## config.mk

```make
export PLATFORM = sky130hd
export DESIGN_NAME = jtd_tap
export DESIGN_NICKNAME = d
export VERILOG_FILES = /design/src/logic/jtd_pkg.sv /design/src/logic/jtd_tap.sv
export SDC_FILE = /design/constraint.sdc
export NUM_CORES = 1
export LEC_CHECK = 0
export BUFFER_PORTS_ARGS = -buffer_cell sky130_fd_sc_hd__buf_4
export CAP_MARGIN = 30
export CORE_MARGIN = 4
export CORE_UTILIZATION = 35
export CTS_BUF_LIST = sky130_fd_sc_hd__clkbuf_4
export CTS_CLUSTER_DIAMETER = 30
export DETAILED_ROUTE_END_ITERATION = 7
export PLACE_DENSITY = 0.64
export SYNTH_ARGS = -nofsm -noshare
export SYNTH_HDL_FRONTEND = slang
export SYNTH_SLANG_ARGS = --single-unit
```

## constraint.sdc

```tcl
create_clock -name clk_in -period 2 [get_ports clk_in]
set_input_delay 0.3 -clock clk_in [delete_from_list [all_inputs] [get_ports clk_in]]
set_output_delay 0.3 -clock clk_in [all_outputs]
set_load 0.02 [all_outputs]
```

## src/logic/jtd_pkg.sv

```systemverilog
// Shared constants, instruction codes, TAP states and pin bundles for the test port
package jtd_pkg;

  // Register widths
  localparam int IR_W = 4;
  localparam int DR_W = 32;

  // Instruction codes
  localparam logic [3:0] INS_EXTEST = 4'h0;
  localparam logic [3:0] INS_SAMPLE = 4'h1;
  localparam logic [3:0] INS_DEVICE_IDENTIFICATION_WORD = 4'h2;
  localparam logic [3:0] INS_USERCODE = 4'h3;
  localparam logic [3:0] INS_CHIPTAP = 4'h4;
  localparam logic [3:0] INS_BYPASS = 4'hf;
  // Fixed pattern loaded into the instruction shifter on capture
  localparam logic [3:0] IR_CAPTURE = 4'h1;

  // Identification word fields, bit 31 down to 0
  localparam int ID_VER_LSB = 28;
  localparam int ID_PART_LSB = 12;
  localparam int ID_MFR_LSB = 1;

  // User code word fields
  localparam int UC_UID_LSB = 22;
  localparam int UC_UID_W = 10;
  localparam int UC_REV_W = 16;

  // Security register bits
  localparam int SEC_TEST_OFF = 0;
  localparam int SEC_DBG_OFF = 14;
  localparam int SEC_UID_LSB = 22;
  localparam logic [31:0] SEC_RESET = 32'h0000_0000;

  // Sixteen standard TAP states
  typedef enum logic [3:0] {
    TS_RESET, TS_IDLE, TS_SEL_DR, TS_CAP_DR, TS_SH_DR, TS_EX1_DR, TS_PA_DR, TS_EX2_DR, TS_UPD_DR,
    TS_SEL_IR, TS_CAP_IR, TS_SH_IR, TS_EX1_IR, TS_PA_IR, TS_EX2_IR, TS_UPD_IR
  } jtd_state_t;

  // Test port pins as they arrive from the host
  typedef struct packed {
    logic tck;
    logic tms;
    logic tdi;
    logic trst_n;
  } jtd_pins_t;

  // Pins that go on to the inner chip TAP
  typedef struct packed {
    logic sel;
    logic tck;
    logic tms;
    logic tdi;
  } jtd_inner_t;

endpackage

```

## src/logic/jtd_tap.sv

```systemverilog
// Boundary-scan test access port with inner chip TAP, debug sync pin and boot gating
`timescale 1ns/10ps

// Operation
// RULE1 - One standard TAP, supporting boundary scan of the I/O pins.
// RULE2 - Instruction register is four bits; data path is thirty-two bits.
// RULE3 - A dedicated instruction connects the host through to the inner chip TAP.
// RULE4 - Host holds TAP reset low during power-up and 100 ns after.
// RULE5 - TAP reset held low keeps the test logic in reset indefinitely.
// RULE6 - Debug pin floats, and is driven low on breakpoint when output is enabled.
// RULE7 - Debug pin pulled low puts tile into debug when input is enabled.
// RULE8 - DEVICE_IDENTIFICATION_WORD shifts version, part number, maker identity and a one in bit 0.
// RULE9 - USERCODE returns user ID, unused field and silicon revision.
// RULE10 - Global reset asserts asynchronously and resets everything regardless of clock.
// RULE11 - After global reset release, wait for PLL lock before booting.
// RULE12 - System holds global reset low during power-up and 100 ns after; the bench releases it at 20 ns.
// RULE13 - Security bit 0 set disables the test port completely.
// RULE14 - User ID comes from security bits 31 to 22, loaded at power-up.
// RULE15 - Sixteen-state controller; TMS taken on TCK rise, TDO changes on fall.
module jtd_tap import jtd_pkg::*; #(
  parameter int BSC_N = 8,
  parameter logic [3:0] ID_VERSION = 4'h1, // Arbitrary value
  parameter logic [15:0] ID_PART = 16'h0abc, // Arbitrary value
  parameter logic [10:0] ID_MFR = 11'h123, // Arbitrary value
  parameter logic [UC_REV_W-1:0] SI_REV = 16'h0001, // Arbitrary value
  parameter int BOOT_MODE_W = 3
) (
  // Clock and global reset
  input wire logic clk_in,
  input wire logic rstn_in,
  // Test port pins from the host
  input wire jtd_pins_t pins_in,
  output logic tdo_out,
  output logic tdo_oe_out,
  // Inner chip TAP
  output jtd_inner_t inner_out,
  input wire logic inner_tdo_in,
  // Boundary-scanned I/O
  input wire logic [BSC_N-1:0] core_out_in,
  input wire logic [BSC_N-1:0] pad_in,
  output logic [BSC_N-1:0] pad_out,
  // Debug synchronisation pin and tile side
  input wire logic dbg_pin_in,
  output logic dbg_pin_out,
  output logic dbg_pin_oe_out,
  input wire logic dbg_out_en_in,
  input wire logic dbg_in_en_in,
  input wire logic breakpoint_in,
  output logic debug_req_out,
  // Security word from one-time memory and boot control
  input wire logic [31:0] sec_word_in,
  input wire logic pll_lock_in,
  input wire logic [BOOT_MODE_W-1:0] boot_mode_in,
  output logic boot_go_out,
  output logic [BOOT_MODE_W-1:0] boot_mode_out
);

  localparam int SYN_W = 7 + BSC_N;
  localparam logic [31:0] ID_WORD = {ID_VERSION, ID_PART, ID_MFR, 1'b1};
  // Debug pin rests high behind its pull-up, so its flops start high to avoid a false request
  localparam logic [SYN_W-1:0] SYN_RST = SYN_W'(8'h10);

  logic [SYN_W-1:0] sync1;
  logic [SYN_W-1:0] sync2;
  logic tck_d;
  logic [31:0] sec;
  logic sec_loaded;
  jtd_state_t state;
  jtd_state_t next_state;
  logic [IR_W-1:0] ir;
  logic [IR_W-1:0] ir_sh;
  logic [DR_W-1:0] dr_sh;
  logic byp;
  logic [BSC_N-1:0] bsr;
  logic [BSC_N-1:0] bsu;
  logic boot_go;

  // Every pin input passes two flops before anything reads it
  wire [SYN_W-1:0] raw = {pad_in, pll_lock_in, inner_tdo_in, dbg_pin_in,
                          pins_in.tck, pins_in.tms, pins_in.tdi, pins_in.trst_n};
  always_ff @(posedge clk_in or negedge rstn_in) begin
    if (!rstn_in) begin
      sync1 <= SYN_RST;
      sync2 <= SYN_RST;
    end else begin
      sync1 <= raw;
      sync2 <= sync1;
    end
  end

  // Named views of the synchronised pins
  wire trst_s = sync2[0];
  wire tdi_s = sync2[1];
  wire tms_s = sync2[2];
  wire tck_s = sync2[3];
  wire dbg_s = sync2[4];
  wire itdo_s = sync2[5];
  wire pll_s = sync2[6];
  wire [BSC_N-1:0] pad_s = sync2[SYN_W-1:7];

  // TCK edge detection on the system clock
  always_ff @(posedge clk_in or negedge rstn_in) begin
    if (!rstn_in) begin
      tck_d <= 1'b0;
    end else begin
      tck_d <= tck_s;
    end
  end
  wire tck_rise = tck_s & ~tck_d;
  wire tck_fall = ~tck_s & tck_d;

  // Security word is taken once after reset release; port stays off until then
  always_ff @(posedge clk_in or negedge rstn_in) begin
    if (!rstn_in) begin
      sec <= SEC_RESET;
      sec_loaded <= 1'b0;
    end else if (!sec_loaded) begin
      sec <= sec_word_in; // RULE14
      sec_loaded <= 1'b1;
    end
  end

  // Test logic held in reset by the pin, the lock bit or an unloaded security word
  wire test_off = sec[SEC_TEST_OFF] | ~sec_loaded; // RULE13
  wire tap_rst = ~trst_s | test_off; // RULE5

  // Standard state transitions
  always_comb begin
    case (state)
      TS_RESET: next_state = tms_s ? TS_RESET : TS_IDLE;
      TS_IDLE: next_state = tms_s ? TS_SEL_DR : TS_IDLE;
      TS_SEL_DR: next_state = tms_s ? TS_SEL_IR : TS_CAP_DR;
      TS_CAP_DR: next_state = tms_s ? TS_EX1_DR : TS_SH_DR;
      TS_SH_DR: next_state = tms_s ? TS_EX1_DR : TS_SH_DR;
      TS_EX1_DR: next_state = tms_s ? TS_UPD_DR : TS_PA_DR;
      TS_PA_DR: next_state = tms_s ? TS_EX2_DR : TS_PA_DR;
      TS_EX2_DR: next_state = tms_s ? TS_UPD_DR : TS_SH_DR;
      TS_UPD_DR: next_state = tms_s ? TS_SEL_DR : TS_IDLE;
      TS_SEL_IR: next_state = tms_s ? TS_RESET : TS_CAP_IR;
      TS_CAP_IR: next_state = tms_s ? TS_EX1_IR : TS_SH_IR;
      TS_SH_IR: next_state = tms_s ? TS_EX1_IR : TS_SH_IR;
      TS_EX1_IR: next_state = tms_s ? TS_UPD_IR : TS_PA_IR;
      TS_PA_IR: next_state = tms_s ? TS_EX2_IR : TS_PA_IR;
      TS_EX2_IR: next_state = tms_s ? TS_UPD_IR : TS_SH_IR;
      TS_UPD_IR: next_state = tms_s ? TS_SEL_DR : TS_IDLE;
      default: next_state = TS_RESET;
    endcase
  end

  // Controller advances only on a TCK rise
  always_ff @(posedge clk_in or negedge rstn_in) begin
    if (!rstn_in) begin
      state <= TS_RESET;
    end else if (tap_rst) begin
      state <= TS_RESET;
    end else if (tck_rise) begin
      state <= next_state; // RULE15
    end
  end

  // Instruction decode
  wire sel_id = (ir == INS_DEVICE_IDENTIFICATION_WORD);
  wire sel_uc = (ir == INS_USERCODE);
  wire sel_bs = (ir == INS_EXTEST) | (ir == INS_SAMPLE);
  wire sel_chip = (ir == INS_CHIPTAP);
  wire sel_word = sel_id | sel_uc;
  wire [31:0] uc_word = {sec[31:SEC_UID_LSB], {(32 - UC_UID_W - UC_REV_W){1'b0}}, SI_REV};

  // Instruction shifter and latch; reset selects the identification word
  always_ff @(posedge clk_in or negedge rstn_in) begin
    if (!rstn_in) begin
      ir <= INS_DEVICE_IDENTIFICATION_WORD;
      ir_sh <= IR_CAPTURE;
    end else if (tap_rst || state == TS_RESET) begin
      ir <= INS_DEVICE_IDENTIFICATION_WORD; // RULE1
    end else if (tck_rise) begin
      case (state)
        TS_CAP_IR: ir_sh <= IR_CAPTURE;
        TS_SH_IR: ir_sh <= {tdi_s, ir_sh[IR_W-1:1]}; // RULE2
        TS_UPD_IR: ir <= ir_sh;
        default: ir_sh <= ir_sh;
      endcase
    end
  end

  // Word, bypass and boundary shifters
  always_ff @(posedge clk_in or negedge rstn_in) begin
    if (!rstn_in) begin
      dr_sh <= '0;
      byp <= 1'b0;
      bsr <= '0;
    end else if (tck_rise && state == TS_CAP_DR) begin
      dr_sh <= sel_id ? ID_WORD : (sel_uc ? uc_word : '0); // RULE8 RULE9
      byp <= 1'b0;
      bsr <= pad_s; // RULE1
    end else if (tck_rise && state == TS_SH_DR) begin
      dr_sh <= {tdi_s, dr_sh[DR_W-1:1]}; // RULE2
      byp <= tdi_s;
      bsr <= {tdi_s, bsr[BSC_N-1:1]};
    end
  end

  // Boundary update register steers the pads under EXTEST
  always_ff @(posedge clk_in or negedge rstn_in) begin
    if (!rstn_in) begin
      bsu <= '0;
    end else if (tck_rise && state == TS_UPD_DR && sel_bs) begin
      bsu <= bsr;
    end
  end

  // Pads follow the core unless EXTEST holds them
  always_ff @(posedge clk_in or negedge rstn_in) begin
    if (!rstn_in) begin
      pad_out <= '0;
    end else begin
      pad_out <= (ir == INS_EXTEST && !tap_rst) ? bsu : core_out_in; // RULE1
    end
  end

  // Serial output source
  wire shifting = (state == TS_SH_DR) | (state == TS_SH_IR);
  wire dr_bit = sel_word ? dr_sh[0] : (sel_bs ? bsr[0] : (sel_chip ? itdo_s : byp)); // RULE3
  wire tdo_src = (state == TS_SH_IR) ? ir_sh[0] : dr_bit;

  // TDO moves only on a TCK fall, which gives the host a half period of setup less the synchroniser delay
  always_ff @(posedge clk_in or negedge rstn_in) begin
    if (!rstn_in) begin
      tdo_out <= 1'b0;
      tdo_oe_out <= 1'b0;
    end else if (tap_rst) begin
      tdo_oe_out <= 1'b0; // RULE5 RULE13
    end else if (tck_fall) begin
      tdo_out <= tdo_src; // RULE15
      tdo_oe_out <= shifting;
    end
  end

  // Inner TAP sees host TCK and TMS only while selected, TDI always; its TMS rests high
  always_ff @(posedge clk_in or negedge rstn_in) begin
    if (!rstn_in) begin
      inner_out <= '{sel: 1'b0, tck: 1'b0, tms: 1'b1, tdi: 1'b0};
    end else begin
      inner_out.sel <= sel_chip & ~tap_rst; // RULE3
      inner_out.tck <= sel_chip & ~tap_rst & tck_s;
      inner_out.tms <= (sel_chip & ~tap_rst) ? tms_s : 1'b1;
      inner_out.tdi <= tdi_s;
    end
  end

  // Debug pin is open drain: only ever pulled low, otherwise left floating
  wire dbg_ok = ~sec[SEC_DBG_OFF] & sec_loaded;
  assign dbg_pin_out = 1'b0; // RULE6
  always_ff @(posedge clk_in or negedge rstn_in) begin
    if (!rstn_in) begin
      dbg_pin_oe_out <= 1'b0;
      debug_req_out <= 1'b0;
    end else begin
      dbg_pin_oe_out <= dbg_ok & dbg_out_en_in & breakpoint_in; // RULE6
      debug_req_out <= dbg_ok & dbg_in_en_in & ~dbg_s; // RULE7
    end
  end

  // Boot starts only once the PLL reports lock after reset release
  always_ff @(posedge clk_in or negedge rstn_in) begin
    if (!rstn_in) begin
      boot_go <= 1'b0; // RULE10
      boot_mode_out <= '0;
    end else if (!boot_go && pll_s) begin
      boot_go <= 1'b1; // RULE11
      boot_mode_out <= boot_mode_in;
    end
  end
  assign boot_go_out = boot_go;
endmodule

```

==> qor.csv <==
metric;value;unit
I/O Pins;84;
Root Buffer;clkbuf_4;
FFs w/ async S/R, synth;100;%
post-CTS sizing;0;
layout cell share with drive strength beyond 1;27.9;%
fill count;1262;
Critical Path Max Stage Delay;620;ps
CTS tree;built;
vias in the first global route;3534;
first-pass GRT wire length;17600;um
most numerous cell in the Yosys netlist;dfrtp_1;
Num CTS Buffers;17;
final setup vio count;0;
post-layout min period;1790;ps
Yosys cell types;50;
via count;3526;
Core ar.;0.0135;mm2
Ys Warns;0;
leading area contributor after synthesis;dfrtp_1;
antenna violations before repair;0;
Synth-to-Final Area Change;30.2;%
Die ar.;0.0160;mm2
FF/Latch Area;0.00313;mm2
critical path class;reg -> reg;
# port buffers;62;
worst-path fanout max;13;
GRT Residual Overflow;0;
post-synth top area share;61.3;%
Post-Route WL;10100;um
synth cell count leaders;dfrtp_1 (120), nand2_1 (64), mux2_2 (32);
initial core utilization;36.4;%
Post-Syn Area;0.00490;mm2
Arr. time, crit path;2140;ps
CTS Buffer Depth;2;
# rows;42;
remaining antenna violation count;0;
count of state elements after synthesis;125;
CP delay by family, top;flip-flops;
chip height;126;um
vias per inst;4.85;
# diodes;0;
Worst Path Buf+Inv;1;
final setup TNS;0;ps
final slew viol count;0;
slew at the pin closest to its max-slew limit;493;ps
DRT iter0 DRCs;167;
Reg clk slew, reported paths;110;ps
max-cap viol count;0;
status;finished clean;
EDFF count, synth;0;
Worst VDD drop;0.479;mV
Min-Delay Path Class;in -> async;
DRC Markers;0;
most area-consuming cells after synthesis;dfrtp_1 (61%), mux2_2 (7.4%), nand2_1 (4.9%), dfstp_2 (2.7%), a21oi_1 (2.2%);
hold_ws;206;ps
Die W;126;um
Sinks on Clock Net;125;
Pwr Density;766;mW/mm2
Worst-Skew Late Latency;520;ps
prevailing post-synth register cell;dfrtp_1;
leak pwr;2.94;nW
relative slew slack;66.3;%
cell repeated most along the worst path;a2111oi_0;
Post-Synthesis Cells;423;
Req. time, crit path;2350;ps
CP max-delay cell;dfrtp_1;
final count of hold timing violations;0;
area occupied by multi-input gates;0.00163;mm2
crit end category;flop;
CP Cell Sequence;inv_1, nor3_1, a2111oi_0, a2111oi_0;
fin nets;601;
largest net degree at the start of global routing;61;
GP Congestion;0.829;
Worst Setup Start Kind;flop;
fmax;559;MHz
syn_area_per_cell;11.6;um2
Post-Synthesis Net Count;486;
post-DP HPWL;6530;um
DR WL/cell;13.9;um
Clock Skew;16.8;ps
post-synthesis sequential area ratio;64.0;%
final period utilization;89.4;%
TritonRoute pass-1 iters;4;
RSZ-0062 raised after global routing;no;
Total GRT Usage;13.7;%
CTS HTree Levels;4;
## layout by cell type, fill, tap and decap left out, drive strengths merged, types with 5 or more instances in the layout
cell,instances
a21oi,22
a31oi,7
buf,81
clkbuf,22
clkinv,6
dfrtp,120
dfstp,5
dlygate4sd3,42
inv,6
mux2,32
nand2,64
nand3,20
nor2,28
nor3,5
o21ai,18
o22ai,7
o31ai,9
## power by group
group	switching, mW	internal (mW)
Combinational	0.146	0.189
Sequential	0.0389	2.61
Clock	0.860	1.05
## path summary, 6_finish.rpt
check / depth (start not counted) / start / endpoint / slack (ps)
min in group clk_in: 0 / sync1[6] / sync2[6] / 360
max in group asynchronous: 3 / rstn_in / ir[1] / 1120
hold reg to reg: 0 / sync1[6] / sync2[6] / 360
hold / removal: 2 / rstn_in / sync1[14] / 210
setup reg to reg: 4 / state[3] / state[1] / 210
setup / recovery: 4 / state[3] / state[1] / 210
## state kept, by name, indices dropped and copies added (netlist names), 3 cells and up
| signal | cells |
|---|---|
| dr_sh | 32 |
| sync1 | 15 |
| sync2 | 15 |
| sec | 12 |
| bsr | 8 |
| bsu | 8 |
| pad_out | 8 |
| inner_out | 4 |
| ir | 4 |
| ir_sh | 4 |
| state | 4 |
| boot_mode_out | 3 |
## metal layers
| layer | global-route usage, % | share of wire, % | vias up |
|---|---|---|---|
| met1 | 18.1 | 44 | 1736 |
| met3 | 4.41 | 5.2 | 8 |
| li1 | - | - | 1706 |
| met4 | 4.54 | 1.1 | 0 |
| met5 | 0 | 0 | - |
| met2 | 21.6 | 50 | 76 |
## cell families after synthesis
group / Yosys count / synth area share [%]
xor gates and xnor gates: 1 / 0.179
DFF: 125 / 64.0
and+or+nand+nor: 144 / 13.9
other: 2 / 0.153
AOI/OAI and AO/OA: 83 / 10.9
muxes: 35 / 7.97
buffers and inverters: 33 / 2.99
## metrics by stage
stage	instance area, um2	power (mW)	worst slack (ps)	util (%)	cells
after detailed placement	5650	2.98	149	42.0	653
final	6380	4.89	212	47.4	727
after global placement	5650	2.96	281	42.0	653
after CTS	6380	4.97	169	47.4	727
after floorplan	4900	2.80	306	-	423
after global routing	6380	5.11	47.8	47.4	727
## area by class of cell
type,count,area share [%]
Sequential cell,125,49.1
Multi-Input combinational cell,265,25.5
Timing Repair Buffer,123,16.7
Tap cell,176,3.45
Clock buffer,22,2.59
Clock inverter,10,2.31
Inverter,6,0.353
## what timing repair did
item                      in CTS  in global routing
buffers inserted               0                  0
hold buffers                  42                  0
hold endpoints to repair     128                  0
(Power assumes the default switching activity.)
